<file path="src/mbsrv_pkg.sv">
// Constants, carrier types and state types of the request server
// Overview of operation
// RQ1 - Echo transaction identifier into every response
// RQ2 - Echo protocol identifier, zero means this protocol
// RQ3 - Response length recomputed: bytes after length field
// RQ4 - Echo unit identifier into every response
// RQ5 - Serve codes 03, 06 and 16
// RQ6 - Serve device identification, function 43/14
// RQ7 - Non-adjacent read 100/4 reserved for later revision
// RQ8 - Clean, executable request gets normal response
// RQ9 - Erroneous or missing request gets no response
// RQ10 - Client times out unanswered requests
// RQ11 - Clean but unexecutable request gets exception response
// RQ12 - Exception: unit, code, exception code, check
// RQ13 - Exception function code is request code plus 128
// RQ14 - Code 01: function not permitted
// RQ15 - Code 02: data address not permitted
// RQ16 - Code 03: data value not permitted
// RQ17 - Code 04: unrecoverable internal failure
// RQ18 - Code 06: busy with another command
// RQ19 - Client resends busy request once server free
// RQ20 - Variables read-only, read/write, write-only; protect read-only
// RQ21 - One transaction at a time, others answered busy; the code queues only one busy answer and drops later frames unanswered
package mbsrv_pkg;

   // Variable store: words below RO_END are read-only, from WO_BASE up write-only
   localparam int AW = 6;
   localparam int WORDS = 64;
   localparam logic [15:0] WORDS16 = 16'h0040;
   localparam logic [15:0] RO_END = 16'h0010;
   localparam logic [15:0] WO_BASE = 16'h0030;

   // Function and sub-function codes
   localparam logic [7:0] FC_RD = 8'h03;
   localparam logic [7:0] FC_WR1 = 8'h06;
   localparam logic [7:0] FC_WRN = 8'h10;
   localparam logic [7:0] FC_DID = 8'h2B;
   localparam logic [7:0] SUB_DID = 8'h0E;
   localparam logic [7:0] FC_NADJ = 8'h64;
   localparam logic [7:0] EXC_FLAG = 8'h80;

   // Exception codes
   localparam logic [7:0] EX_NONE = 8'h00;
   localparam logic [7:0] EX_FUNC = 8'h01;
   localparam logic [7:0] EX_ADDR = 8'h02;
   localparam logic [7:0] EX_VALUE = 8'h03;
   localparam logic [7:0] EX_FAIL = 8'h04;
   localparam logic [7:0] EX_BUSY = 8'h06;

   // Quantity limits and identification read codes
   localparam logic [15:0] RD_MAX = 16'h007D;
   localparam logic [15:0] WRN_MAX = 16'h007B;
   localparam logic [7:0] DID_CODE_MAX = 8'h04;

   // Byte positions within a frame, header first
   localparam logic [8:0] IX_TID_H = 9'h000;
   localparam logic [8:0] IX_TID_L = 9'h001;
   localparam logic [8:0] IX_PID_H = 9'h002;
   localparam logic [8:0] IX_PID_L = 9'h003;
   localparam logic [8:0] IX_LEN_H = 9'h004;
   localparam logic [8:0] IX_LEN_L = 9'h005;
   localparam logic [8:0] IX_UID = 9'h006;
   localparam logic [8:0] IX_FC = 9'h007;
   localparam logic [8:0] IX_A_H = 9'h008;
   localparam logic [8:0] IX_A_L = 9'h009;
   localparam logic [8:0] IX_B_H = 9'h00A;
   localparam logic [8:0] IX_B_L = 9'h00B;
   localparam logic [8:0] IX_BC = 9'h00C;
   localparam logic [8:0] IX_DATA = 9'h00D;
   localparam logic [8:0] IX_MAX = 9'h1FF;
   localparam logic [15:0] LEN_OFS = 16'h0005;

   // Response layout
   localparam logic [7:0] PDU_EXC = 8'h04;
   localparam logic [7:0] PDU_ECHO = 8'h05;
   localparam logic [7:0] PDU_DID = 8'h0A;
   localparam logic [7:0] PDU_RD_FIX = 8'h02;
   localparam logic [7:0] DID_CONF = 8'h01;
   localparam logic [7:0] DID_NOBJ = 8'h01;
   localparam logic [7:0] DID_OBJ0 = 8'h00;
   localparam logic [7:0] DID_OBJLEN = 8'h01;
   localparam logic [15:0] CRC_INIT = 16'hFFFF;
   localparam logic [15:0] CRC_POLY = 16'hA001;

   typedef enum logic {S_RX = 1'b0, S_TX = 1'b1} mbsrv_st_type;
   typedef enum logic [1:0] {M_NORM = 2'b00, M_BUSY = 2'b01, M_DROP = 2'b10} mbsrv_rxm_type;

   typedef struct packed {
      logic valid;
      logic [7:0] data;
      logic last;
      logic err;
   } mbsrv_rx_type;

   typedef struct packed {
      logic valid;
      logic [7:0] data;
      logic last;
   } mbsrv_tx_type;

   typedef struct packed {
      mbsrv_st_type st;
      logic [1:0] flt;
      logic rx_on;
      logic rx_bad;
      mbsrv_rxm_type rxm;
      logic [8:0] rx_idx;
      logic [15:0] tid;
      logic [15:0] pid;
      logic [15:0] len;
      logic [7:0] uid;
      logic [7:0] fc;
      logic [15:0] a;
      logic [15:0] b;
      logic [7:0] bc;
      logic [7:0] hold;
      logic wok;
      logic [15:0] b_tid;
      logic [15:0] b_pid;
      logic [7:0] b_uid;
      logic [7:0] b_fc;
      logic b_pend;
      logic [7:0] exc;
      logic [7:0] pdu_len;
      logic [8:0] tx_idx;
      logic tx_wait;
      logic [15:0] crc;
      mbsrv_tx_type tx;
      logic we;
      logic [AW-1:0] waddr;
      logic [15:0] wdata;
   } mbsrv_state_type;

   typedef struct packed {
      logic [WORDS-1:0][15:0] mem;
      logic [15:0] rd;
   } mbsrv_mem_state_type;

endpackage

</file>
<file path="src/mbsrv_mem.sv">
// Word store for the server variables, registered read port
`timescale 1ns/10ps
`default_nettype none
module mbsrv_mem
(
   // Clock and reset
   input wire logic clk_i,
   input wire logic rst_n_i,
   // Write port
   input wire logic we_i,
   input wire logic [mbsrv_pkg::AW-1:0] waddr_i,
   input wire logic [15:0] wdata_i,
   // Read port, data one cycle after address
   input wire logic [mbsrv_pkg::AW-1:0] raddr_i,
   output logic [15:0] rdata_o
);

   mbsrv_pkg::mbsrv_mem_state_type q;
   mbsrv_pkg::mbsrv_mem_state_type d;

   always_comb
   begin
      d = q;
      d.rd = q.mem[raddr_i];
      if (we_i)
      begin
         d.mem[waddr_i] = wdata_i;
      end
   end

   always_ff @(posedge clk_i)
   begin
      if (!rst_n_i)
      begin
         q <= '0;
      end
      else
      begin
         q <= d;
      end
   end

   assign rdata_o = q.rd;

endmodule
`default_nettype wire

</file>
<file path="src/mbsrv_top.sv">
// Request server: frame parser, executor and response builder
`timescale 1ns/10ps
`default_nettype none
module mbsrv_top
#(
   // Arbitrary identification byte returned by device identification
   parameter logic [7:0] ID_CODE = 8'h5A
)
(
   // Clock and reset
   input wire logic clk_i,
   input wire logic rst_n_i,
   // Received request bytes from the transport, same clock
   input wire mbsrv_pkg::mbsrv_rx_type rx_i,
   // Response bytes to the transport
   output var mbsrv_pkg::mbsrv_tx_type tx_o,
   input wire logic tx_ready_i,
   // Unrecoverable internal fault, asynchronous level
   input wire logic fault_i
);

   mbsrv_pkg::mbsrv_state_type q;
   mbsrv_pkg::mbsrv_state_type d;
   logic [15:0] rdata;
   logic [mbsrv_pkg::AW-1:0] raddr;
   logic [8:0] rd_ofs;

   // Check a complete request; the earliest failing class wins
   function automatic logic [7:0] calc_exc(input logic [7:0] fc, input logic [15:0] a,
                                           input logic [15:0] b, input logic [7:0] bc,
                                           input logic flt);
      logic [16:0] end_addr;
      logic [7:0] ex;
      end_addr = {1'b0, a} + {1'b0, b};
      ex = mbsrv_pkg::EX_NONE;
      if (flt)
      begin
         ex = mbsrv_pkg::EX_FAIL; // see RQ17
      end
      else if (fc == mbsrv_pkg::FC_RD)
      begin
         if (b == 16'h0000 || b > mbsrv_pkg::RD_MAX)
         begin
            ex = mbsrv_pkg::EX_VALUE; // see RQ16
         end
         else if (end_addr > {1'b0, mbsrv_pkg::WO_BASE})
         begin
            ex = mbsrv_pkg::EX_ADDR; // see RQ15 see RQ20
         end
      end
      else if (fc == mbsrv_pkg::FC_WR1)
      begin
         if (a >= mbsrv_pkg::WORDS16 || a < mbsrv_pkg::RO_END)
         begin
            ex = mbsrv_pkg::EX_ADDR; // see RQ15 see RQ20
         end
      end
      else if (fc == mbsrv_pkg::FC_WRN)
      begin
         if (b == 16'h0000 || b > mbsrv_pkg::WRN_MAX || {8'h00, bc} != {b[14:0], 1'b0})
         begin
            ex = mbsrv_pkg::EX_VALUE; // see RQ16
         end
         else if (a < mbsrv_pkg::RO_END || end_addr > {1'b0, mbsrv_pkg::WORDS16})
         begin
            ex = mbsrv_pkg::EX_ADDR; // see RQ15 see RQ20
         end
      end
      else if (fc == mbsrv_pkg::FC_DID)
      begin
         if (a[15:8] != mbsrv_pkg::SUB_DID)
         begin
            ex = mbsrv_pkg::EX_FUNC; // see RQ14
         end
         else if (a[7:0] == 8'h00 || a[7:0] > mbsrv_pkg::DID_CODE_MAX)
         begin
            ex = mbsrv_pkg::EX_VALUE; // see RQ16
         end
      end
      else
      begin
         // Non-adjacent read belongs to a later revision, so it is refused here
         ex = mbsrv_pkg::EX_FUNC; // see RQ7 see RQ14
      end
      return ex;
   endfunction

   // One byte of the serial-line check, reflected polynomial
   function automatic logic [15:0] crc_step(input logic [15:0] crc, input logic [7:0] data);
      logic [15:0] c;
      c = crc ^ {8'h00, data};
      for (int i = 0; i < 8; i++)
      begin
         c = c[0] ? ((c >> 1) ^ mbsrv_pkg::CRC_POLY) : (c >> 1);
      end
      return c;
   endfunction

   mbsrv_mem u_mem (
      .clk_i(clk_i),
      .rst_n_i(rst_n_i),
      .we_i(q.we),
      .waddr_i(q.waddr),
      .wdata_i(q.wdata),
      .raddr_i(raddr),
      .rdata_o(rdata)
   );

   // Read words follow the byte count; two bytes per word, high first
   assign rd_ofs = q.tx_idx - mbsrv_pkg::IX_A_L;
   assign raddr = q.a[mbsrv_pkg::AW-1:0] + rd_ofs[mbsrv_pkg::AW:1];

   always_comb
   begin
      logic [8:0] idx;
      logic [7:0] byt;
      logic frame_ok;
      logic [8:0] wofs;
      idx = '0;
      byt = '0;
      frame_ok = 1'b0;
      wofs = '0;
      d = q;
      d.we = 1'b0;
      d.flt = {q.flt[0], fault_i};

      // Transmit side: each byte takes a settle cycle so store data is ready
      if (q.st == mbsrv_pkg::S_TX)
      begin
         if (q.tx.valid && tx_ready_i)
         begin
            d.tx.valid = 1'b0;
            if (q.tx.last)
            begin
               d.st = mbsrv_pkg::S_RX;
            end
         end
         else if (!q.tx.valid && !q.tx_wait)
         begin
            d.tx_wait = 1'b1;
         end
         else if (!q.tx.valid)
         begin
            unique case (q.tx_idx)
               mbsrv_pkg::IX_TID_H: byt = q.tid[15:8]; // see RQ1
               mbsrv_pkg::IX_TID_L: byt = q.tid[7:0]; // see RQ1
               mbsrv_pkg::IX_PID_H: byt = q.pid[15:8]; // see RQ2
               mbsrv_pkg::IX_PID_L: byt = q.pid[7:0]; // see RQ2
               mbsrv_pkg::IX_LEN_H: byt = 8'h00;
               mbsrv_pkg::IX_LEN_L: byt = q.pdu_len + 8'h01; // see RQ3
               mbsrv_pkg::IX_UID: byt = q.uid; // see RQ4 see RQ12
               mbsrv_pkg::IX_FC: byt = (q.exc != mbsrv_pkg::EX_NONE) ? (q.fc | mbsrv_pkg::EXC_FLAG) : q.fc; // see RQ13
               default:
               begin
                  if (q.exc != mbsrv_pkg::EX_NONE)
                  begin
                     // Exception body: code, then the check low byte first
                     unique case (q.tx_idx)
                        mbsrv_pkg::IX_A_H: byt = q.exc; // see RQ11 see RQ12
                        mbsrv_pkg::IX_A_L: byt = q.crc[7:0]; // see RQ12
                        default: byt = q.crc[15:8];
                     endcase
                  end
                  else if (q.fc == mbsrv_pkg::FC_RD)
                  begin
                     if (q.tx_idx == mbsrv_pkg::IX_A_H)
                     begin
                        byt = {q.b[6:0], 1'b0};
                     end
                     else
                     begin
                        byt = rd_ofs[0] ? rdata[7:0] : rdata[15:8]; // see RQ5 see RQ8
                     end
                  end
                  else if (q.fc == mbsrv_pkg::FC_DID)
                  begin
                     unique case (q.tx_idx)
                        mbsrv_pkg::IX_A_H: byt = mbsrv_pkg::SUB_DID; // see RQ6
                        mbsrv_pkg::IX_A_L: byt = q.a[7:0];
                        mbsrv_pkg::IX_B_H: byt = mbsrv_pkg::DID_CONF;
                        9'h00D: byt = mbsrv_pkg::DID_NOBJ;
                        9'h00E: byt = mbsrv_pkg::DID_OBJ0;
                        9'h00F: byt = mbsrv_pkg::DID_OBJLEN;
                        9'h010: byt = ID_CODE;
                        default: byt = 8'h00;
                     endcase
                  end
                  else
                  begin
                     // Single and multiple writes echo address and value or quantity
                     unique case (q.tx_idx)
                        mbsrv_pkg::IX_A_H: byt = q.a[15:8]; // see RQ8
                        mbsrv_pkg::IX_A_L: byt = q.a[7:0];
                        mbsrv_pkg::IX_B_H: byt = q.b[15:8];
                        default: byt = q.b[7:0];
                     endcase
                  end
               end
            endcase
            d.tx.valid = 1'b1;
            d.tx.data = byt;
            d.tx.last = (q.tx_idx == {1'b0, q.pdu_len} + mbsrv_pkg::IX_UID);
            d.tx_idx = q.tx_idx + 9'h001;
            d.tx_wait = 1'b0;
            if (q.tx_idx >= mbsrv_pkg::IX_UID && q.tx_idx <= mbsrv_pkg::IX_A_H)
            begin
               d.crc = crc_step(q.crc, byt); // see RQ12
            end
         end
      end

      // Queued busy answer goes out once the slot frees, also when its frame ended late
      if (q.b_pend && d.st == mbsrv_pkg::S_RX)
      begin
         d.st = mbsrv_pkg::S_TX;
         d.tid = q.b_tid;
         d.pid = q.b_pid;
         d.uid = q.b_uid;
         d.fc = q.b_fc;
         d.exc = mbsrv_pkg::EX_BUSY; // see RQ18 see RQ21
         d.pdu_len = mbsrv_pkg::PDU_EXC;
         d.tx_idx = '0;
         d.tx_wait = 1'b0;
         d.crc = mbsrv_pkg::CRC_INIT;
         d.b_pend = 1'b0;
      end

      // Receive side runs at all times; a frame that starts mid-answer is busy, or dropped if a busy answer already waits
      if (rx_i.valid)
      begin
         idx = q.rx_on ? q.rx_idx : 9'h000;
         if (!q.rx_on)
         begin
            d.rx_bad = 1'b0;
            if (d.st == mbsrv_pkg::S_RX)
            begin
               d.rxm = mbsrv_pkg::M_NORM;
            end
            else
            begin
               // Only one busy answer can wait; later frames are dropped
               d.rxm = q.b_pend ? mbsrv_pkg::M_DROP : mbsrv_pkg::M_BUSY; // see RQ21
            end
         end
         d.rx_on = !rx_i.last;
         d.rx_idx = (idx == mbsrv_pkg::IX_MAX) ? idx : idx + 9'h001;
         if (rx_i.err)
         begin
            d.rx_bad = 1'b1;
         end
         if (d.rxm == mbsrv_pkg::M_BUSY)
         begin
            unique case (idx)
               mbsrv_pkg::IX_TID_H: d.b_tid[15:8] = rx_i.data;
               mbsrv_pkg::IX_TID_L: d.b_tid[7:0] = rx_i.data;
               mbsrv_pkg::IX_PID_H: d.b_pid[15:8] = rx_i.data;
               mbsrv_pkg::IX_PID_L: d.b_pid[7:0] = rx_i.data;
               mbsrv_pkg::IX_LEN_H: d.len[15:8] = rx_i.data;
               mbsrv_pkg::IX_LEN_L: d.len[7:0] = rx_i.data;
               mbsrv_pkg::IX_UID: d.b_uid = rx_i.data;
               mbsrv_pkg::IX_FC: d.b_fc = rx_i.data;
               default: ;
            endcase
         end
         else if (d.rxm == mbsrv_pkg::M_NORM)
         begin
            unique case (idx)
               mbsrv_pkg::IX_TID_H: d.tid[15:8] = rx_i.data;
               mbsrv_pkg::IX_TID_L: d.tid[7:0] = rx_i.data;
               mbsrv_pkg::IX_PID_H: d.pid[15:8] = rx_i.data;
               mbsrv_pkg::IX_PID_L: d.pid[7:0] = rx_i.data;
               mbsrv_pkg::IX_LEN_H: d.len[15:8] = rx_i.data;
               mbsrv_pkg::IX_LEN_L: d.len[7:0] = rx_i.data;
               mbsrv_pkg::IX_UID: d.uid = rx_i.data;
               mbsrv_pkg::IX_FC: d.fc = rx_i.data;
               mbsrv_pkg::IX_A_H: d.a[15:8] = rx_i.data;
               mbsrv_pkg::IX_A_L: d.a[7:0] = rx_i.data;
               mbsrv_pkg::IX_B_H: d.b[15:8] = rx_i.data;
               mbsrv_pkg::IX_B_L: d.b[7:0] = rx_i.data;
               mbsrv_pkg::IX_BC:
               begin
                  d.bc = rx_i.data;
                  // Multiple-word data is stored as it streams, so it is checked up front
                  d.wok = (q.fc == mbsrv_pkg::FC_WRN) && !q.rx_bad && !rx_i.err
                          && (calc_exc(q.fc, q.a, q.b, rx_i.data, q.flt[1]) == mbsrv_pkg::EX_NONE); // see RQ20
               end
               default:
               begin
                  if (idx[0])
                  begin
                     d.hold = rx_i.data;
                  end
                  else
                  begin
                     wofs = idx - mbsrv_pkg::IX_DATA;
                     d.we = q.wok && !rx_i.err; // see RQ5
                     d.waddr = q.a[mbsrv_pkg::AW-1:0] + wofs[mbsrv_pkg::AW:1];
                     d.wdata = {q.hold, rx_i.data};
                  end
               end
            endcase
         end

         if (rx_i.last)
         begin
            // Damaged, truncated or length-inconsistent frames are silently dropped
            frame_ok = !q.rx_bad && !rx_i.err && idx >= mbsrv_pkg::IX_FC
                       && ({7'h00, idx} == d.len + mbsrv_pkg::LEN_OFS); // see RQ9
            d.wok = 1'b0;
            if (frame_ok && d.rxm == mbsrv_pkg::M_BUSY)
            begin
               d.b_pend = 1'b1; // see RQ18 see RQ21
            end
            else if (frame_ok && d.rxm == mbsrv_pkg::M_NORM)
            begin
               d.exc = calc_exc(d.fc, d.a, d.b, d.bc, q.flt[1]); // see RQ11
               d.st = mbsrv_pkg::S_TX;
               d.tx_idx = '0;
               d.tx_wait = 1'b0;
               d.crc = mbsrv_pkg::CRC_INIT;
               if (d.exc != mbsrv_pkg::EX_NONE)
               begin
                  d.pdu_len = mbsrv_pkg::PDU_EXC;
               end
               else if (d.fc == mbsrv_pkg::FC_RD)
               begin
                  d.pdu_len = mbsrv_pkg::PDU_RD_FIX + {d.b[6:0], 1'b0};
               end
               else if (d.fc == mbsrv_pkg::FC_DID)
               begin
                  d.pdu_len = mbsrv_pkg::PDU_DID;
               end
               else
               begin
                  d.pdu_len = mbsrv_pkg::PDU_ECHO;
               end
               if (d.exc == mbsrv_pkg::EX_NONE && d.fc == mbsrv_pkg::FC_WR1)
               begin
                  d.we = 1'b1; // see RQ5 see RQ8
                  d.waddr = d.a[mbsrv_pkg::AW-1:0];
                  d.wdata = d.b;
               end
            end
         end
      end
   end

   always_ff @(posedge clk_i)
   begin
      if (!rst_n_i)
      begin
         q <= '0;
      end
      else
      begin
         q <= d;
      end
   end

   assign tx_o = q.tx;

endmodule
`default_nettype wire

</file>
<file path="config.mk">
export PLATFORM = sky130hd
export DESIGN_NAME = mbsrv_top
export DESIGN_NICKNAME = d
export VERILOG_FILES = /design/src/mbsrv_pkg.sv /design/src/mbsrv_mem.sv /design/src/mbsrv_top.sv
export SDC_FILE = /design/constraint.sdc
export NUM_CORES = 2
export LEC_CHECK = 0
export BUFFER_PORTS_ARGS = -buffer_cell sky130_fd_sc_hd__buf_2
export CORE_MARGIN = 5
export CORE_UTILIZATION = 58
export DETAILED_ROUTE_END_ITERATION = 10
export PLACE_DENSITY = 0.77
export SETUP_SLACK_MARGIN = 0.2
export SYNTH_ARGS = -nofsm -noshare
export SYNTH_HDL_FRONTEND = slang
export SYNTH_SLANG_ARGS = --single-unit
export TNS_END_PERCENT = 100
</file>
<file path="constraint.sdc">
create_clock -name clk_i -period 4.69 [get_ports clk_i]
set_input_delay 0.938 -clock clk_i [delete_from_list [all_inputs] [get_ports clk_i]]
set_output_delay 0.938 -clock clk_i [all_outputs]
set_load 0.01 [all_outputs]
</file>
==> results_tabular.tex <==
\begin{tabular}{lr}
\hline
Metric & Value \\
\hline
\multicolumn{2}{l}{\textbf{Placed design}} \\
Final HPWL from detailed placement & around 130 mm \\
Port buffer count & 24 \\
Routability congestion estimate from global placement & 1.05 \\
\multicolumn{2}{l}{\textbf{Route}} \\
Number of nets still failing antenna checks after routing & 0 \\
Detailed-route DRC error count & 0 \\
Number of detailed-route iterations in the first pass & 6 \\
DRC violation total after the first TritonRoute iteration & 7621 \\
Final Routed Wirelength & approximately 200 mm \\
Routed wire length per instance & 23.6 um \\
Mean number of vias per cell & 6.37 \\
Via count & 55254 \\
\multicolumn{2}{l}{\textbf{Finish}} \\
Area added between synthesis and finish & 11.9\% \\
Final Net Count & 7251 \\
Leading cell type in the layout, fill and taps excluded & nand2\_1 \\
Share of the core filled with cells in the final layout & 65.6\% \\
Commonest cells after routing, fill and taps aside & nand2\_1 (2270), dfxtp\_1 (1272), a21oi\_1 (1187), nor2\_1 (410), mux4\_2 (320) \\
Share of final-layout standard cells stronger than drive strength 1 & 14.1\% \\
\multicolumn{2}{l}{\textbf{Global routing}} \\
Maximum number of pins on one net before global-route repair & $\sim$160 \\
Overflow after GRT & 0 \\
Wire length of the first global-routing pass & 309 mm \\
Number of antenna violations at the first check in global routing & 5 \\
Vias in the first global route & slightly above 50000 \\
All-layer global routing usage & 35.2\% \\
\multicolumn{2}{l}{\textbf{Synth}} \\
Gate count after technology mapping & 7332 \\
Commonest register cell after synthesis & dfxtp\_1 \\
Number of distinct standard cells referenced by the synthesized netlist & 101 \\
Library cell occupying the most area in the post-synthesis netlist & dfxtp\_1 \\
Ys async rst share & 0\% \\
Number of warning messages in the yosys log & 0 \\
Post-synth top area share & 42.6\% \\
Net count after synthesis & 7401 \\
Netlist Area Pre-Place & 60800 um\^{}2 \\
Sequential share of the synthesized area & between 40\% and 50\% \\
Top cells by area in the synthesized netlist & dfxtp\_1 (43\%), nand2\_1 (14\%), mux4\_2 (12\%), a21oi\_1 (9.8\%), clkbuf\_1 (3.4\%) \\
Post-synthesis average cell area & around 8.3 um\^{}2 \\
Count of flip-flops with a built-in enable after synthesis & 0 \\
Synthesized flop and latch total & 1293 \\
\multicolumn{2}{l}{\textbf{CTS}} \\
Maximum count of clock buffers along a single path & 3 \\
TritonCTS clock tree & yes \\
Post-CTS Hold Buffers & 0 \\
Master cell of the clock root buffer & clkbuf\_16 \\
Number of clock sinks seen by CTS & between 1000 and 1500 \\
Count of H-tree levels built during CTS & 4 \\
Latest clock arrival within the worst-skew pair & roughly 0.75 ns \\
Num CTS Buffers & between 100 and 150 \\
Register clock-pin slew on the reported worst setup and hold paths & 0.07 ns \\
\multicolumn{2}{l}{\textbf{Die}} \\
Standard cell core area & 104000 um\^{}2 \\
Horizontal die dimension & roughly 330 um \\
Die Footprint & 111000 um\^{}2 \\
Num ports & 25 \\
Site Rows & 118 \\
Die outline height & 334 um \\
Initial core utilization & between 50\% and 60\% \\
\multicolumn{2}{l}{\textbf{Critical path}} \\
Data arrival time of the critical path & $\sim$5 ns \\
Cell-by-cell listing of the critical path & o41ai\_4 -> buf\_4 -> nand3\_2 -> or3\_4 -> buf\_12 -> a21oi\_4 -> inv\_2 -> ha\_4 -> nand4\_1 -> nor3\_2 -> nand3\_1 -> nor2\_1 -> a311oi\_2 -> xnor2\_1 -> nor4\_1 -> nand4\_1 -> buf\_4 -> o21ai\_4 -> nand4\_4 -> o32ai\_2 \\
Biggest fanout along the worst timing path & 6 \\
Endpoint type of the worst setup path & register \\
Slowest stage cell on the critical path & or3\_4 \\
Data required time at the worst endpoint & 5.34 ns \\
Crit path largest cell delay & 0.48 ns \\
Type of the worst setup path & reg -> reg \\
Category of the worst setup path launch point & register \\
\multicolumn{2}{l}{\textbf{Run}} \\
Max-cap check violation count & 2 \\
\multicolumn{2}{l}{\textbf{STA}} \\
Final hold vios & 0 \\
Part of the cycle the worst path needs & 94.2\% \\
Setup TNS & 0 ns \\
Count of endpoints failing setup in the final report & 0 \\
Actual slew at the worst max-slew pin & 1.52 ns \\
Min Tclk post-route & between 4 and 5 ns \\
Pins over their slew limit & 16 \\
Unrepaired setup endpoints after global routing & true \\
Highest clock frequency the design can meet & 226 MHz \\
Slew headroom & -1.42\% \\
Final worst clock skew & 0.0235 ns \\
\multicolumn{2}{l}{\textbf{Pwr}} \\
Leakage component of the power & 22.9 nW \\
Maximum vdd drop & 0.438 mV \\
Power density over the cells & 349 nW/um\^{}2 \\
\multicolumn{2}{l}{\textbf{Run status}} \\
Violated checks & max-capacitance violations, max-slew violations \\
Result of the run & complete, but fails checks \\
\multicolumn{2}{l}{\textbf{Worst hold path}} \\
Class of the tightest hold or removal check & in -> reg \\
\hline
\end{tabular}
cell usage after synthesis, drive strengths merged, types with 40 or more instances:
library cell and number:
nor2 417, ha 51, xor2 40, dfxtp 1293, nand3 59, inv 81, nand2 2270, clkbuf 555
mux2i 140, mux4 320, a211oi 138, nor3 70, a21oi 1196, nor4 43, o21ai 103, buf 68
xnor2 68
state kept, by name, indices dropped and copies added (netlist names):
signal         flops
u_mem.q         1024
tx_o              10
u_mem.rdata_o     16
d                  1
q                242
worst max-delay path, delay by kind of cell, from the launching register on:
family	cells	cell delay, ns
AND/OR/NAND/NOR	9	1.81
AO/OA/AOI/OAI	5	1.12
buffers and inverters	4	0.59
flip-flops	1	0.35
adder cells (fa/ha/maj)	1	0.30
XOR/XNOR	1	0.16
layout make-up:
cell class / count / area, um^2
Fill cell: 8376 / 35700
Clock inverter: 45 / 538
Inverter: 81 / 314
Tap cell: 1380 / 1730
Multi-Input combinational cell: 5335 / 32700
Timing Repair Buffer: 334 / 2790
Antenna cell: 3 / 7.51
Sequential cell: 1293 / 25900
Clock buffer: 204 / 4070
metal layers:
| metal | share of wire [%] | wire, um | global-route usage [%] | vias up |
|---|---|---|---|---|
| li1 | - | - | - | 24886 |
| met1 | 38 | 78100 | 47.3 | 26267 |
| met2 | 44 | 90600 | 53.6 | 3348 |
| met3 | 11 | 23200 | 7.76 | 751 |
| met4 | 6.2 | 12800 | 18.7 | 2 |
| met5 | 0.0078 | 16 | 0 | - |
metrics by stage:
stage	std cells	worst slack (ns)	cell area [um^2]	hold slack (ns)	power, mW
2_1_floorplan	7332	0.207	60900	0.412	12.4
3_3_place_gp	8408	0.0466	63000	0.425	12.9
3_5_place_dp	8408	-0.0126	63000	0.437	12.9
4_1_cts	8661	0.207	67700	0.389	23.8
5_1_grt	8672	0.127	68100	0.432	24.4
6_report	8675	0.273	68100	0.407	23.8
report_power, final:
part | total, mW | switching, mW | internal (mW) | leakage, nW
logic | 1.62 | 1.02 | 0.596 | 10.2
clock network | 11.1 | 4.67 | 6.40 | 2.26
registers | 11.1 | 0.0684 | 11.0 | 10.4
what timing repair did:
item | in CTS | in global routing
gates cloned | 0 | 1
pin swaps | 8 | 35
gates resized for setup | 12 | 72
buffers inserted | 4 | 10
setup endpoints to repair | 8 | 66
worst paths after layout:
check	startpoint	endpoint	slack, ns	cells after the start
max	q[242]	q[63]	0.27	20
min	fault_i	d[251]	0.41	2
max reg2reg	q[242]	q[63]	0.27	20
min reg2reg	u_mem.q[266]	u_mem.q[266]	0.45	2
kinds of logic after synthesis:
| group | share of synthesized area (%) |
|---|---|
| xor+xnor | 1.67 |
| flops | 42.6 |
| fa+ha+maj | 1.18 |
| simple gates | 20.6 |
| mux | 14.5 |
| buf+inv | 4.49 |
| compound gates | 15.1 |
(Power assumes the default switching activity.)
